[config.mk]
export PLATFORM = sky130hd
export DESIGN_NAME = hub_strap_and_pin_function_ctrl
export DESIGN_NICKNAME = d
export VERILOG_FILES = /design/src/design/hub_strap_pkg.sv /design/src/design/sync_two_ff.sv /design/src/design/hub_strap_and_pin_function_ctrl.sv
export VERILOG_INCLUDE_DIRS = /design/src /design/src/design
export SDC_FILE = /design/constraint.sdc
export NUM_CORES = 1
export LEC_CHECK = 0
export ABC_CLOCK_PERIOD_IN_PS = 1700
export BUFFER_PORTS_ARGS = -buffer_cell sky130_fd_sc_hd__buf_2
export CAP_MARGIN = 20
export CORE_ASPECT_RATIO = 0.6
export CORE_MARGIN = 1.5
export CORE_UTILIZATION = 51
export CTS_CLUSTER_DIAMETER = 60
export DETAILED_ROUTE_END_ITERATION = 10
export GPL_TIMING_DRIVEN = 1
export PLACE_DENSITY = 0.81
export SLEW_MARGIN = 20
export SYNTH_ARGS = -nofsm -noshare
export SYNTH_HDL_FRONTEND = slang
export SYNTH_SLANG_ARGS = --single-unit
export TNS_END_PERCENT = 5
[constraint.sdc]
create_clock -name clk -period 1.7 [get_ports clk]
set_input_delay 0.34 -clock clk [delete_from_list [all_inputs] [get_ports clk]]
set_output_delay 0.34 -clock clk [all_outputs]
set_load 0.01 [all_outputs]
[src/design/hub_strap_defs.svh]
// Constants for the strap capture and pin function block
`ifndef HUB_STRAP_DEFS_SVH
`define HUB_STRAP_DEFS_SVH
// Number of downstream ports
`define PORT_COUNT        2
// Width of the non-removable port count field
`define FIXED_CNT_W       2
// Nanoseconds the straps are held still before capture after reset release
`define STRAP_SETTLE_NS   40
`define CLK_PERIOD_NS     4
`define STRAP_SETTLE_CYC  ((`STRAP_SETTLE_NS + `CLK_PERIOD_NS - 1) / `CLK_PERIOD_NS)
// Counter width for settle timing
`define SETTLE_CNT_W      4
// Reset values of captured configuration
`define RST_SHARED_POWER  1'b0
`define RST_CHARGE_EN     1'b0
`define RST_FIXED_COUNT   2'h0
`endif

[src/design/hub_strap_pkg.sv]
// Types for the strap capture and pin function block
package hub_strap_pkg;
  // Function of the shared serial configuration pins
  typedef enum logic [1:0] {
    PINS_RESET = 2'b00,
    PINS_ROM   = 2'b01,
    PINS_SLAVE = 2'b10
  } pin_mode_t;
  // Capture sequence
  typedef enum logic [1:0] {
    SEQ_HOLD   = 2'b00,
    SEQ_SETTLE = 2'b01,
    SEQ_RUN    = 2'b10
  } seq_state_t;
endpackage

[src/design/sync_two_ff.sv]
// Two flip-flop synchroniser for pin inputs
`timescale 1ns/1ps
module sync_two_ff #(
  parameter int WIDTH = 1
) (
  // Clock and reset
  input  wire logic             clk,
  input  wire logic             srst,
  // Asynchronous level in, synchronised level out
  input  wire logic [WIDTH-1:0] asyncIn,
  output logic      [WIDTH-1:0] syncOut
);
  logic [WIDTH-1:0] stage1_q;  // First stage, read only by second

  // Two stages in series
  always_ff @(posedge clk) begin
    if (srst) begin
      stage1_q <= '0;
      syncOut  <= '0;
    end else begin
      stage1_q <= asyncIn;
      syncOut  <= stage1_q;
    end
  end
endmodule // sync_two_ff

[src/design/hub_strap_and_pin_function_ctrl.sv]
// Strap capture and shared pin steering for a two-port hub
`timescale 1ns/1ps
`include "hub_strap_defs.svh"

// What this block does
// - Capture straps at power-on and reset release
// - Drive power pin high to power port
// - Input power pin reports port overcurrent
// - ROM select low selects, high deselects
// - Clock pin: ROM clock or open-drain clock
// - Data pin: ROM data out or bidirectional
// - Sample ROM data; pin is charge strap
// - Stay in reset while external reset low
// - Shared power strap high enables ganged mode
// - Fixed port count from strap value
// - Charging enabled only by strap level
// - Pull-ups on both pins select slave mode
// - No pulls on pins selects ROM mode
module hub_strap_and_pin_function_ctrl (
  // Clock and power-on reset
  input  wire logic                     clk,
  input  wire logic                     srst,
  // External active-low reset pin
  input  wire logic                     resetPin_n,
  // Port power pins, two-way
  input  wire logic [`PORT_COUNT-1:0]   portPowerIn,
  output logic      [`PORT_COUNT-1:0]   portPowerOut,
  output logic      [`PORT_COUNT-1:0]   portPowerOe,
  // Shared power strap pin, two-way
  input  wire logic                     sharedPowerIn,
  output logic                          sharedPowerOut,
  output logic                          sharedPowerOe,
  // ROM select pin, also fixed port count strap
  input  wire logic [`FIXED_CNT_W-1:0]  fixedPortCountStrap,
  output logic                          romSelect_n,
  output logic                          romSelectOe,
  // ROM data in pin, also charge enable strap
  input  wire logic                     romDataIn,
  // Shared clock pin
  input  wire logic                     smClockPinIn,
  output logic                          smClockPinOut,
  output logic                          smClockPinOe,
  // Shared data pin
  input  wire logic                     smDataPinIn,
  output logic                          smDataPinOut,
  output logic                          smDataPinOe,
  // Pull-up sense from the pad ring during reset
  input  wire logic                     clockPullUpSense,
  input  wire logic                     dataPullUpSense,
  // Internal ROM master side
  input  wire logic                     romSelReq,
  input  wire logic                     romClockReq,
  input  wire logic                     romDataReq,
  output logic                          romDataSample,
  // Internal slave side, high means pull the line low
  input  wire logic                     slaveClockLow,
  input  wire logic                     slaveDataLow,
  output logic                          slaveClockSample,
  output logic                          slaveDataSample,
  // Port power requests from hub logic
  input  wire logic [`PORT_COUNT-1:0]   portPowerReq,
  output logic      [`PORT_COUNT-1:0]   overCurrent,
  // Captured configuration and status
  output logic                          inReset,
  output hub_strap_pkg::pin_mode_t      pinMode,
  output logic                          gangPowerMode,
  output logic      [`FIXED_CNT_W-1:0]  fixedPortCount,
  output logic                          chargeEnable
);
  import hub_strap_pkg::*;

  localparam int PINS = `PORT_COUNT + `FIXED_CNT_W + 7;

  // Synchronised pin levels
  logic [PINS-1:0]        pinsSync;
  logic                   rstSync_n;      // External reset, synchronised
  logic [`PORT_COUNT-1:0] powerSync;      // Port power pin levels
  logic                   sharedSync;     // Shared power pin level
  logic [`FIXED_CNT_W-1:0] fixedSync;     // Fixed count strap
  logic                   romDiSync;      // ROM data / charge strap
  logic                   clkPinSync;     // Shared clock pin
  logic                   datPinSync;     // Shared data pin
  logic                   clkPullSync;    // Clock pull-up sensed
  logic                   datPullSync;    // Data pull-up sensed

  // Capture sequence state
  seq_state_t              seq_q;
  logic [`SETTLE_CNT_W-1:0] settle_q;     // Settle counter
  logic                    capture;       // One-cycle strap capture

  // Every pin passes two flip-flops before use
  sync_two_ff #(
    .WIDTH (PINS)
  ) u_pinSync (
    .clk     (clk),
    .srst    (srst),
    .asyncIn ({resetPin_n, portPowerIn, sharedPowerIn,
               fixedPortCountStrap, romDataIn, smClockPinIn,
               smDataPinIn, clockPullUpSense, dataPullUpSense}),
    .syncOut (pinsSync)
  );

  // Split synchronised vector
  assign {rstSync_n, powerSync, sharedSync, fixedSync, romDiSync,
          clkPinSync, datPinSync, clkPullSync, datPullSync} = pinsSync;

  // Capture sequence: hold, settle, run
  always_ff @(posedge clk) begin
    if (srst) begin
      seq_q    <= SEQ_HOLD;
      settle_q <= '0;
    end else begin
      case (seq_q)
        SEQ_HOLD: begin
          // remain held while reset pin low
          settle_q <= '0;
          if (rstSync_n) begin
            seq_q <= SEQ_SETTLE;
          end
        end
        SEQ_SETTLE: begin
          // Back to hold if reset pin drops
          if (!rstSync_n) begin
            seq_q <= SEQ_HOLD;
          end else if (settle_q ==
                       `SETTLE_CNT_W'(`STRAP_SETTLE_CYC - 1)) begin
            seq_q <= SEQ_RUN;
          end else begin
            settle_q <= settle_q + `SETTLE_CNT_W'(1);
          end
        end
        SEQ_RUN: begin
          if (!rstSync_n) begin
            seq_q <= SEQ_HOLD;
          end
        end
        default: begin
          seq_q <= SEQ_HOLD;
        end
      endcase
    end
  end

  // capture at end of settle after release
  assign capture = (seq_q == SEQ_SETTLE) && rstSync_n &&
                   (settle_q == `SETTLE_CNT_W'(`STRAP_SETTLE_CYC - 1));

  // Reset mode status
  always_ff @(posedge clk) begin
    if (srst) begin
      inReset <= 1'b1;
    end else begin
      inReset <= !(seq_q == SEQ_RUN && rstSync_n) && !capture;
    end
  end

  // Captured strap values
  always_ff @(posedge clk) begin
    if (srst) begin
      pinMode        <= PINS_RESET;
      gangPowerMode  <= `RST_SHARED_POWER;
      fixedPortCount <= `RST_FIXED_COUNT;
      chargeEnable   <= `RST_CHARGE_EN;
    end else if (capture) begin
      // gang mode when shared strap high
      gangPowerMode  <= sharedSync;
      fixedPortCount <= fixedSync;
      chargeEnable   <= romDiSync;
      // both pulled up selects slave mode
      if (clkPullSync && datPullSync) begin
        pinMode <= PINS_SLAVE;
      end else begin
        pinMode <= PINS_ROM;
      end
    end else if (seq_q == SEQ_HOLD || !rstSync_n) begin
      // Pins released while reset held
      pinMode <= PINS_RESET;
    end
  end

  // Shared serial pin drive
  always_ff @(posedge clk) begin
    if (srst) begin
      romSelect_n   <= 1'b1;
      romSelectOe   <= 1'b0;
      smClockPinOut <= 1'b0;
      smClockPinOe  <= 1'b0;
      smDataPinOut  <= 1'b0;
      smDataPinOe   <= 1'b0;
    end else begin
      // release shared pins as reset pin drops
      case (rstSync_n ? pinMode : PINS_RESET)
        PINS_ROM: begin
          romSelect_n   <= !romSelReq;
          romSelectOe   <= 1'b1;
          smClockPinOut <= romClockReq;
          smClockPinOe  <= 1'b1;
          smDataPinOut  <= romDataReq;
          smDataPinOe   <= 1'b1;
        end
        PINS_SLAVE: begin
          // Select pin is a strap only here
          romSelect_n   <= 1'b1;
          romSelectOe   <= 1'b0;
          smClockPinOut <= 1'b0;
          smClockPinOe  <= slaveClockLow;
          smDataPinOut  <= 1'b0;
          smDataPinOe   <= slaveDataLow;
        end
        default: begin
          romSelect_n   <= 1'b1;
          romSelectOe   <= 1'b0;
          smClockPinOut <= 1'b0;
          smClockPinOe  <= 1'b0;
          smDataPinOut  <= 1'b0;
          smDataPinOe   <= 1'b0;
        end
      endcase
    end
  end

  // Samples of the shared pins
  always_ff @(posedge clk) begin
    if (srst) begin
      romDataSample    <= 1'b0;
      slaveClockSample <= 1'b1;
      slaveDataSample  <= 1'b1;
    end else begin
      // ROM data sampled in ROM mode only
      romDataSample    <= (pinMode == PINS_ROM) ? romDiSync : 1'b0;
      slaveClockSample <= (pinMode == PINS_SLAVE) ? clkPinSync : 1'b1;
      slaveDataSample  <= (pinMode == PINS_SLAVE) ? datPinSync : 1'b1;
    end
  end

  // Port power drive and overcurrent sense
  always_ff @(posedge clk) begin
    if (srst) begin
      portPowerOut   <= '0;
      portPowerOe    <= '0;
      sharedPowerOut <= 1'b0;
      sharedPowerOe  <= 1'b0;
      overCurrent    <= '0;
    end else if (seq_q != SEQ_RUN || !rstSync_n) begin
      // Pins float as straps in reset
      portPowerOut   <= '0;
      portPowerOe    <= '0;
      sharedPowerOut <= 1'b0;
      sharedPowerOe  <= 1'b0;
      overCurrent    <= '0;
    end else if (gangPowerMode) begin
      // one shared pin powers all ports
      sharedPowerOut <= |portPowerReq;
      sharedPowerOe  <= |portPowerReq;
      portPowerOut   <= '0;
      portPowerOe    <= '0;
      overCurrent    <= {`PORT_COUNT{!(|portPowerReq) && sharedSync}};
    end else begin
      portPowerOut   <= portPowerReq;
      portPowerOe    <= portPowerReq;
      sharedPowerOut <= 1'b0;
      sharedPowerOe  <= 1'b0;
      overCurrent    <= ~portPowerReq & powerSync;
    end
  end
endmodule // hub_strap_and_pin_function_ctrl

Word level (Yosys, flattened, before mapping):

Cells that the tools add are included.
W data, S select, Z words.

* register bits after elaboration: 49
* bits of input ports: 20
* output and inout bits: 24
* logic and storage cells: 82

* $add $sub $neg: 1
* equal/unequal tests: 13
* multiplexer cells: 16
* bitwise logic cells: 6
* reductions and logical operators: 25

Operator list (number)
* $mux W2: 9
* $reduce_or A2 Y1: 5
* $mux W4: 2
* $pmux W4 S2: 1
* $eq A2 B1 Y1 const B: 3
* $eq A2 B2 Y1 const B: 3
* $logic_and A1 B1 Y1: 6
* $ne A2 B2 Y1 const B: 3
* $pmux W2 S3: 1
* $reduce_and A3 Y1: 2
* $reduce_or A3 Y1: 2
* $logic_not A1 Y1: 5
* $add A4 B1 Y4 const B: 1
* $eq A4 B4 Y1 const B: 1
* $ne A2 B1 Y1 const B: 2
* $not A1 Y1: 4
* $pmux W1 S2: 2
* $reduce_bool A2 Y1: 2
* $ne A3 B3 Y1 const B: 1
* $and A2 B2 Y2: 1
* $logic_not A2 Y1: 1
* $logic_or A1 B1 Y1: 2
* $not A2 Y2: 1
* $mux W1: 1

Logic depth before layout (Yosys ltp):

* depth in word-level cells: 5
* depth in mapped cells: 6
* depth with buffers taken out: 5

By module:

A second synthesis with hierarchy kept.

* cell total of the unflattened synthesis: 163
* area, all modules: 1727.9 sq um

By module, submodules not included
* hub_strap_and_pin_function_ctrl: times used 1, cells each 117, area each 1087.3 sq um, sequential area each 540.5 sq um
* sync_two_ff: times used 1, cells each 46, area each 640.6 sq um, sequential area each 440.4 sq um

Worst setup path after synthesis:

OpenSTA, ideal clock, no wires.

* path type: register to register
* start: register settle_q[1]
* end: register settle_q[0]
* setup time: 0.074 ns
* arrival time: 1.502 ns
* required time: 1.626 ns
* setup slack: 0.124 ns
* cell stages (with the launch flop): 7
* path buffers: 1
* period minus slack after synthesis: 1.576 ns
* cells stage by stage: dfxtp_1 > inv_1 > ha_1 > and3b_1 > buf_6 > or4b_1 > a31oi_1

* longest elaborated chain between the ends: 3

RTL lines
* start: declaration: line hub_strap_and_pin_function_ctrl.sv:88 `` logic [`SETTLE_CNT_W-1:0] settle_q; ``
* start signal: assignment: line hub_strap_and_pin_function_ctrl.sv:129 `` settle_q <= settle_q + `SETTLE_CNT_W'(1); ``
* $eq A4 B4 Y1: line hub_strap_and_pin_function_ctrl.sv:125 `end else if (settle_q ==`
* $ne A2 B2 Y1 (no line)
* $reduce_and A3 Y1 (no line)

Every way passes these cells.
A chain may end at the register's enable or synchronous reset.

Worst setup path in the final report:

* start: register settle_q[0]
* end: register settle_q[0]

* longest elaborated chain between the ends: 4
* elaborated cells between the ends (all ways): 7
* those cells by class: add/sub (1); eq/ne (2); mux (3); reduce/logical (1)

RTL lines
* $add A4 B1 Y4: line hub_strap_and_pin_function_ctrl.sv:129
* $mux W4: line hub_strap_and_pin_function_ctrl.sv:125
* $mux W4: line hub_strap_and_pin_function_ctrl.sv:123 `if (!rstSync_n) begin`
* $pmux W4 S2: line hub_strap_and_pin_function_ctrl.sv:113 `case (seq_q)`

Parallel ways exist; a longest one is shown, timed or not. The select of a mux whose other input is x is not followed.

==> metrics <==
status=finished, final reports clean; Worst setup EP type=flop; GR Util met3=0.0533; TritonCTS buffer count=5; xor/xnor share of the synthesized area=0; Initial Util=0.563; Die Y=47.6 µm; RSZ-0062 raised after global routing=false; I/O pins=44; gpl congestion=0.765; htree depth=2; Pleak=0.869 nW; WL final=3190 µm; Tcrit/Tclk final=0.927; Die Area=0.00368 mm²; flip-flop and latch count after synthesis=49; worst min-delay path category=in -> reg; Crit path required time=1.92 ns; met2 usage in global routing=0.325; Net Count, Synth=190; drt wl/cell=12.6 µm; ys flop type=dfxtp_1; Detail Route Antenna Nets=0; Reg area=981 µm²; row count=15; setup_tns=0 ns; clock sink total=49; min-delay src=romSelReq; DRT Pass-1 Iters=5; Post-synth ARST share=0; Total Power=0.00205 W; FF-to-FF Start=settle_q[0]; CTS Hold Buffers Added=0; Syn-to-layout area delta=21.5%; Ys Warns=0; Placed Cells=244; Arr. time, crit path=1.80 ns; Post-synth top cells=49 x dfxtp_1, 24 x nor2b_1, 12 x nand2_1, 8 x a21oi_1; Critical Path End=settle_q[0]; met1 usage=0.205; Post-Layout Cell Count=253; Mapped Area=0.00169 mm²; CTS tree=done; worst clock skew=0.00424 ns; Critical Path Start=settle_q[0]; Reg clk slew, reported paths=0.09 ns; Port Buf Inserts=43; Least-Margin Pin Slew=0.440 ns; nets=235; Period minus WS final=1.58 ns; area used by multi-input combinational logic=632 µm²; Worst Setup Start Kind=flop; count of cell types in the netlist=30; Slew HR=0.706; share of cells above drive strength 1=0.284; worst vdd ir=682 µV; deepest clock path buffer count=2; CP Max Fanout=6; max-slew violations=0; FMAX=635 MHz; final hold viol count=0; top-area cell type share of the netlist area=0.580; Total GRT Usage=0.181; number of synthesized flops with an enable pin=0; initial detailed-routing violation count=29; setup slack, reg-to-reg=0.12 ns; most common cell in the synthesized netlist=dfxtp_1; Die X=77.4 µm; DPL Wire Length=2220 µm; initial antenna violation count=0; Antenna Cells=0; grt total ovfl=0; total number of vias=1276; Filler Cells Inserted=224; Syn Inst Count=166; PD cells=999 mW/mm²; Vias/cell=5.04; global-route wire length before repair=4940 µm; Root Buffer=clkbuf_8; MaxCap Viol Count=0; DRC Markers=0; Compound-Gate Fraction of Synth Area=0.0902; RR Endpoint=settle_q[0]; Setup violations, final=0; Seq/Total Area, Yosys=0.580; main combinational cell family by area after synthesis=simple AND/OR/NAND/NOR gates; Synth Area in Simple Gates=0.253; largest area contributor in the netlist=dfxtp_1; worst-case reg-to-reg path depth=4; worst skew pair latency=0.30 ns; largest net degree at the start of global routing=24; Syn Area/Cell=10.2 µm²; proportion of synthesized area in mux cells=0; GRT busiest layer=met2; WS Path Type=reg -> reg; largest cells by area after synthesis=dfxtp_1 58%, nor2b_1 8.9%, ha_1 3.0%; core area=0.00300 mm²; vias in the first global route=1180; Post-Synth Adder-Cell Area=0.0296
layout make-up:
class | instances | area share
sequential | 49 | 0.477
inverter | 4 | 0.00730
multi-input combinational | 101 | 0.307
clock buffer | 5 | 0.0335
timing repair buffer | 50 | 0.130
clock inverter | 2 | 0.0189
tap | 42 | 0.0256
worst min-delay path by stage:
stage | to | slack [ns] | cells after the start
2_1_floorplan | slaveClockSample | 0.40 | 1
3_3_place_gp | slaveClockSample | 0.41 | 1
3_5_place_dp | slaveDataSample | 0.41 | 1
4_1_cts | romSelect_n | 0.19 | 2
5_1_grt | romSelect_n | 0.18 | 2
6_report | romSelect_n | 0.19 | 2
registers in the layout (all words and copies together), names as in the netlist, 2 cells and up:
| name | flops |
|---|---|
| fixedPortCount | 2 |
| seq_q | 2 |
| u_pinSync.syncOut | 11 |
| overCurrent | 2 |
| u_pinSync.stage1_q | 11 |
| settle_q | 4 |
| portPowerOe | 2 |
| pinMode | 2 |
layout by cell type (no fill, tap or decap), types with 3 or more instances in the layout:
| cell type | instances |
|---|---|
| o21ai_0 | 6 |
| a21oi_1 | 8 |
| inv_1 | 4 |
| clkbuf_8 | 5 |
| nand2b_1 | 4 |
| nor2_1 | 3 |
| and2_1 | 4 |
| nand3_1 | 7 |
| ha_1 | 4 |
| nor2b_1 | 24 |
| nor3_1 | 4 |
| dfxtp_1 | 49 |
| buf_4 | 7 |
| nand2_1 | 12 |
| a31oi_1 | 4 |
| buf_2 | 43 |
report_power, final:
group	internal, W	switching (W)
clock	0.000435	0.000374
combinational	0.0000351	0.0000276
sequential	0.00117	0.00000936
total	0.00164	0.000411
routing by layer:
metal | share of wire | wire (µm) | vias to the layer above
li1 | - | - | 645
met1 | 0.43 | 1380 | 583
met2 | 0.50 | 1600 | 40
met3 | 0.055 | 175 | 8
met4 | 0.013 | 42 | 0
met5 | 0 | 0 | -
metrics by stage:
stage	hold WS, ns	instance area (µm²)	utilization	setup WS [ns]
finish	0.190	2060	0.685	0.125
global route	0.183	2060	0.685	0.0478
CTS	0.190	2040	0.679	0.0770
detailed placement	0.407	1930	0.643	0.0990
global placement	0.406	1930	0.643	0.176
floorplan	0.400	1690	-	0.124
critical path, stage by stage (launching register included):
cell and delay, ns:
dfxtp_1 0.36, ha_1 0.24, and3b_2 0.23, or4b_1 0.49, a31oi_1 0.18
cell families after synthesis:
group,after synthesis
flops,49
fa+ha+maj,4
simple gates,72
buf+inv,16
compound gates,25
repair_timing:
action | 4_1_cts | 5_1_grt
gates resized for setup | 0 | 1
endpoints found under the setup margin | 0 | 2
buffers inserted | 0 | 2
No activity file was read; power rests on OpenSTA's default activity.
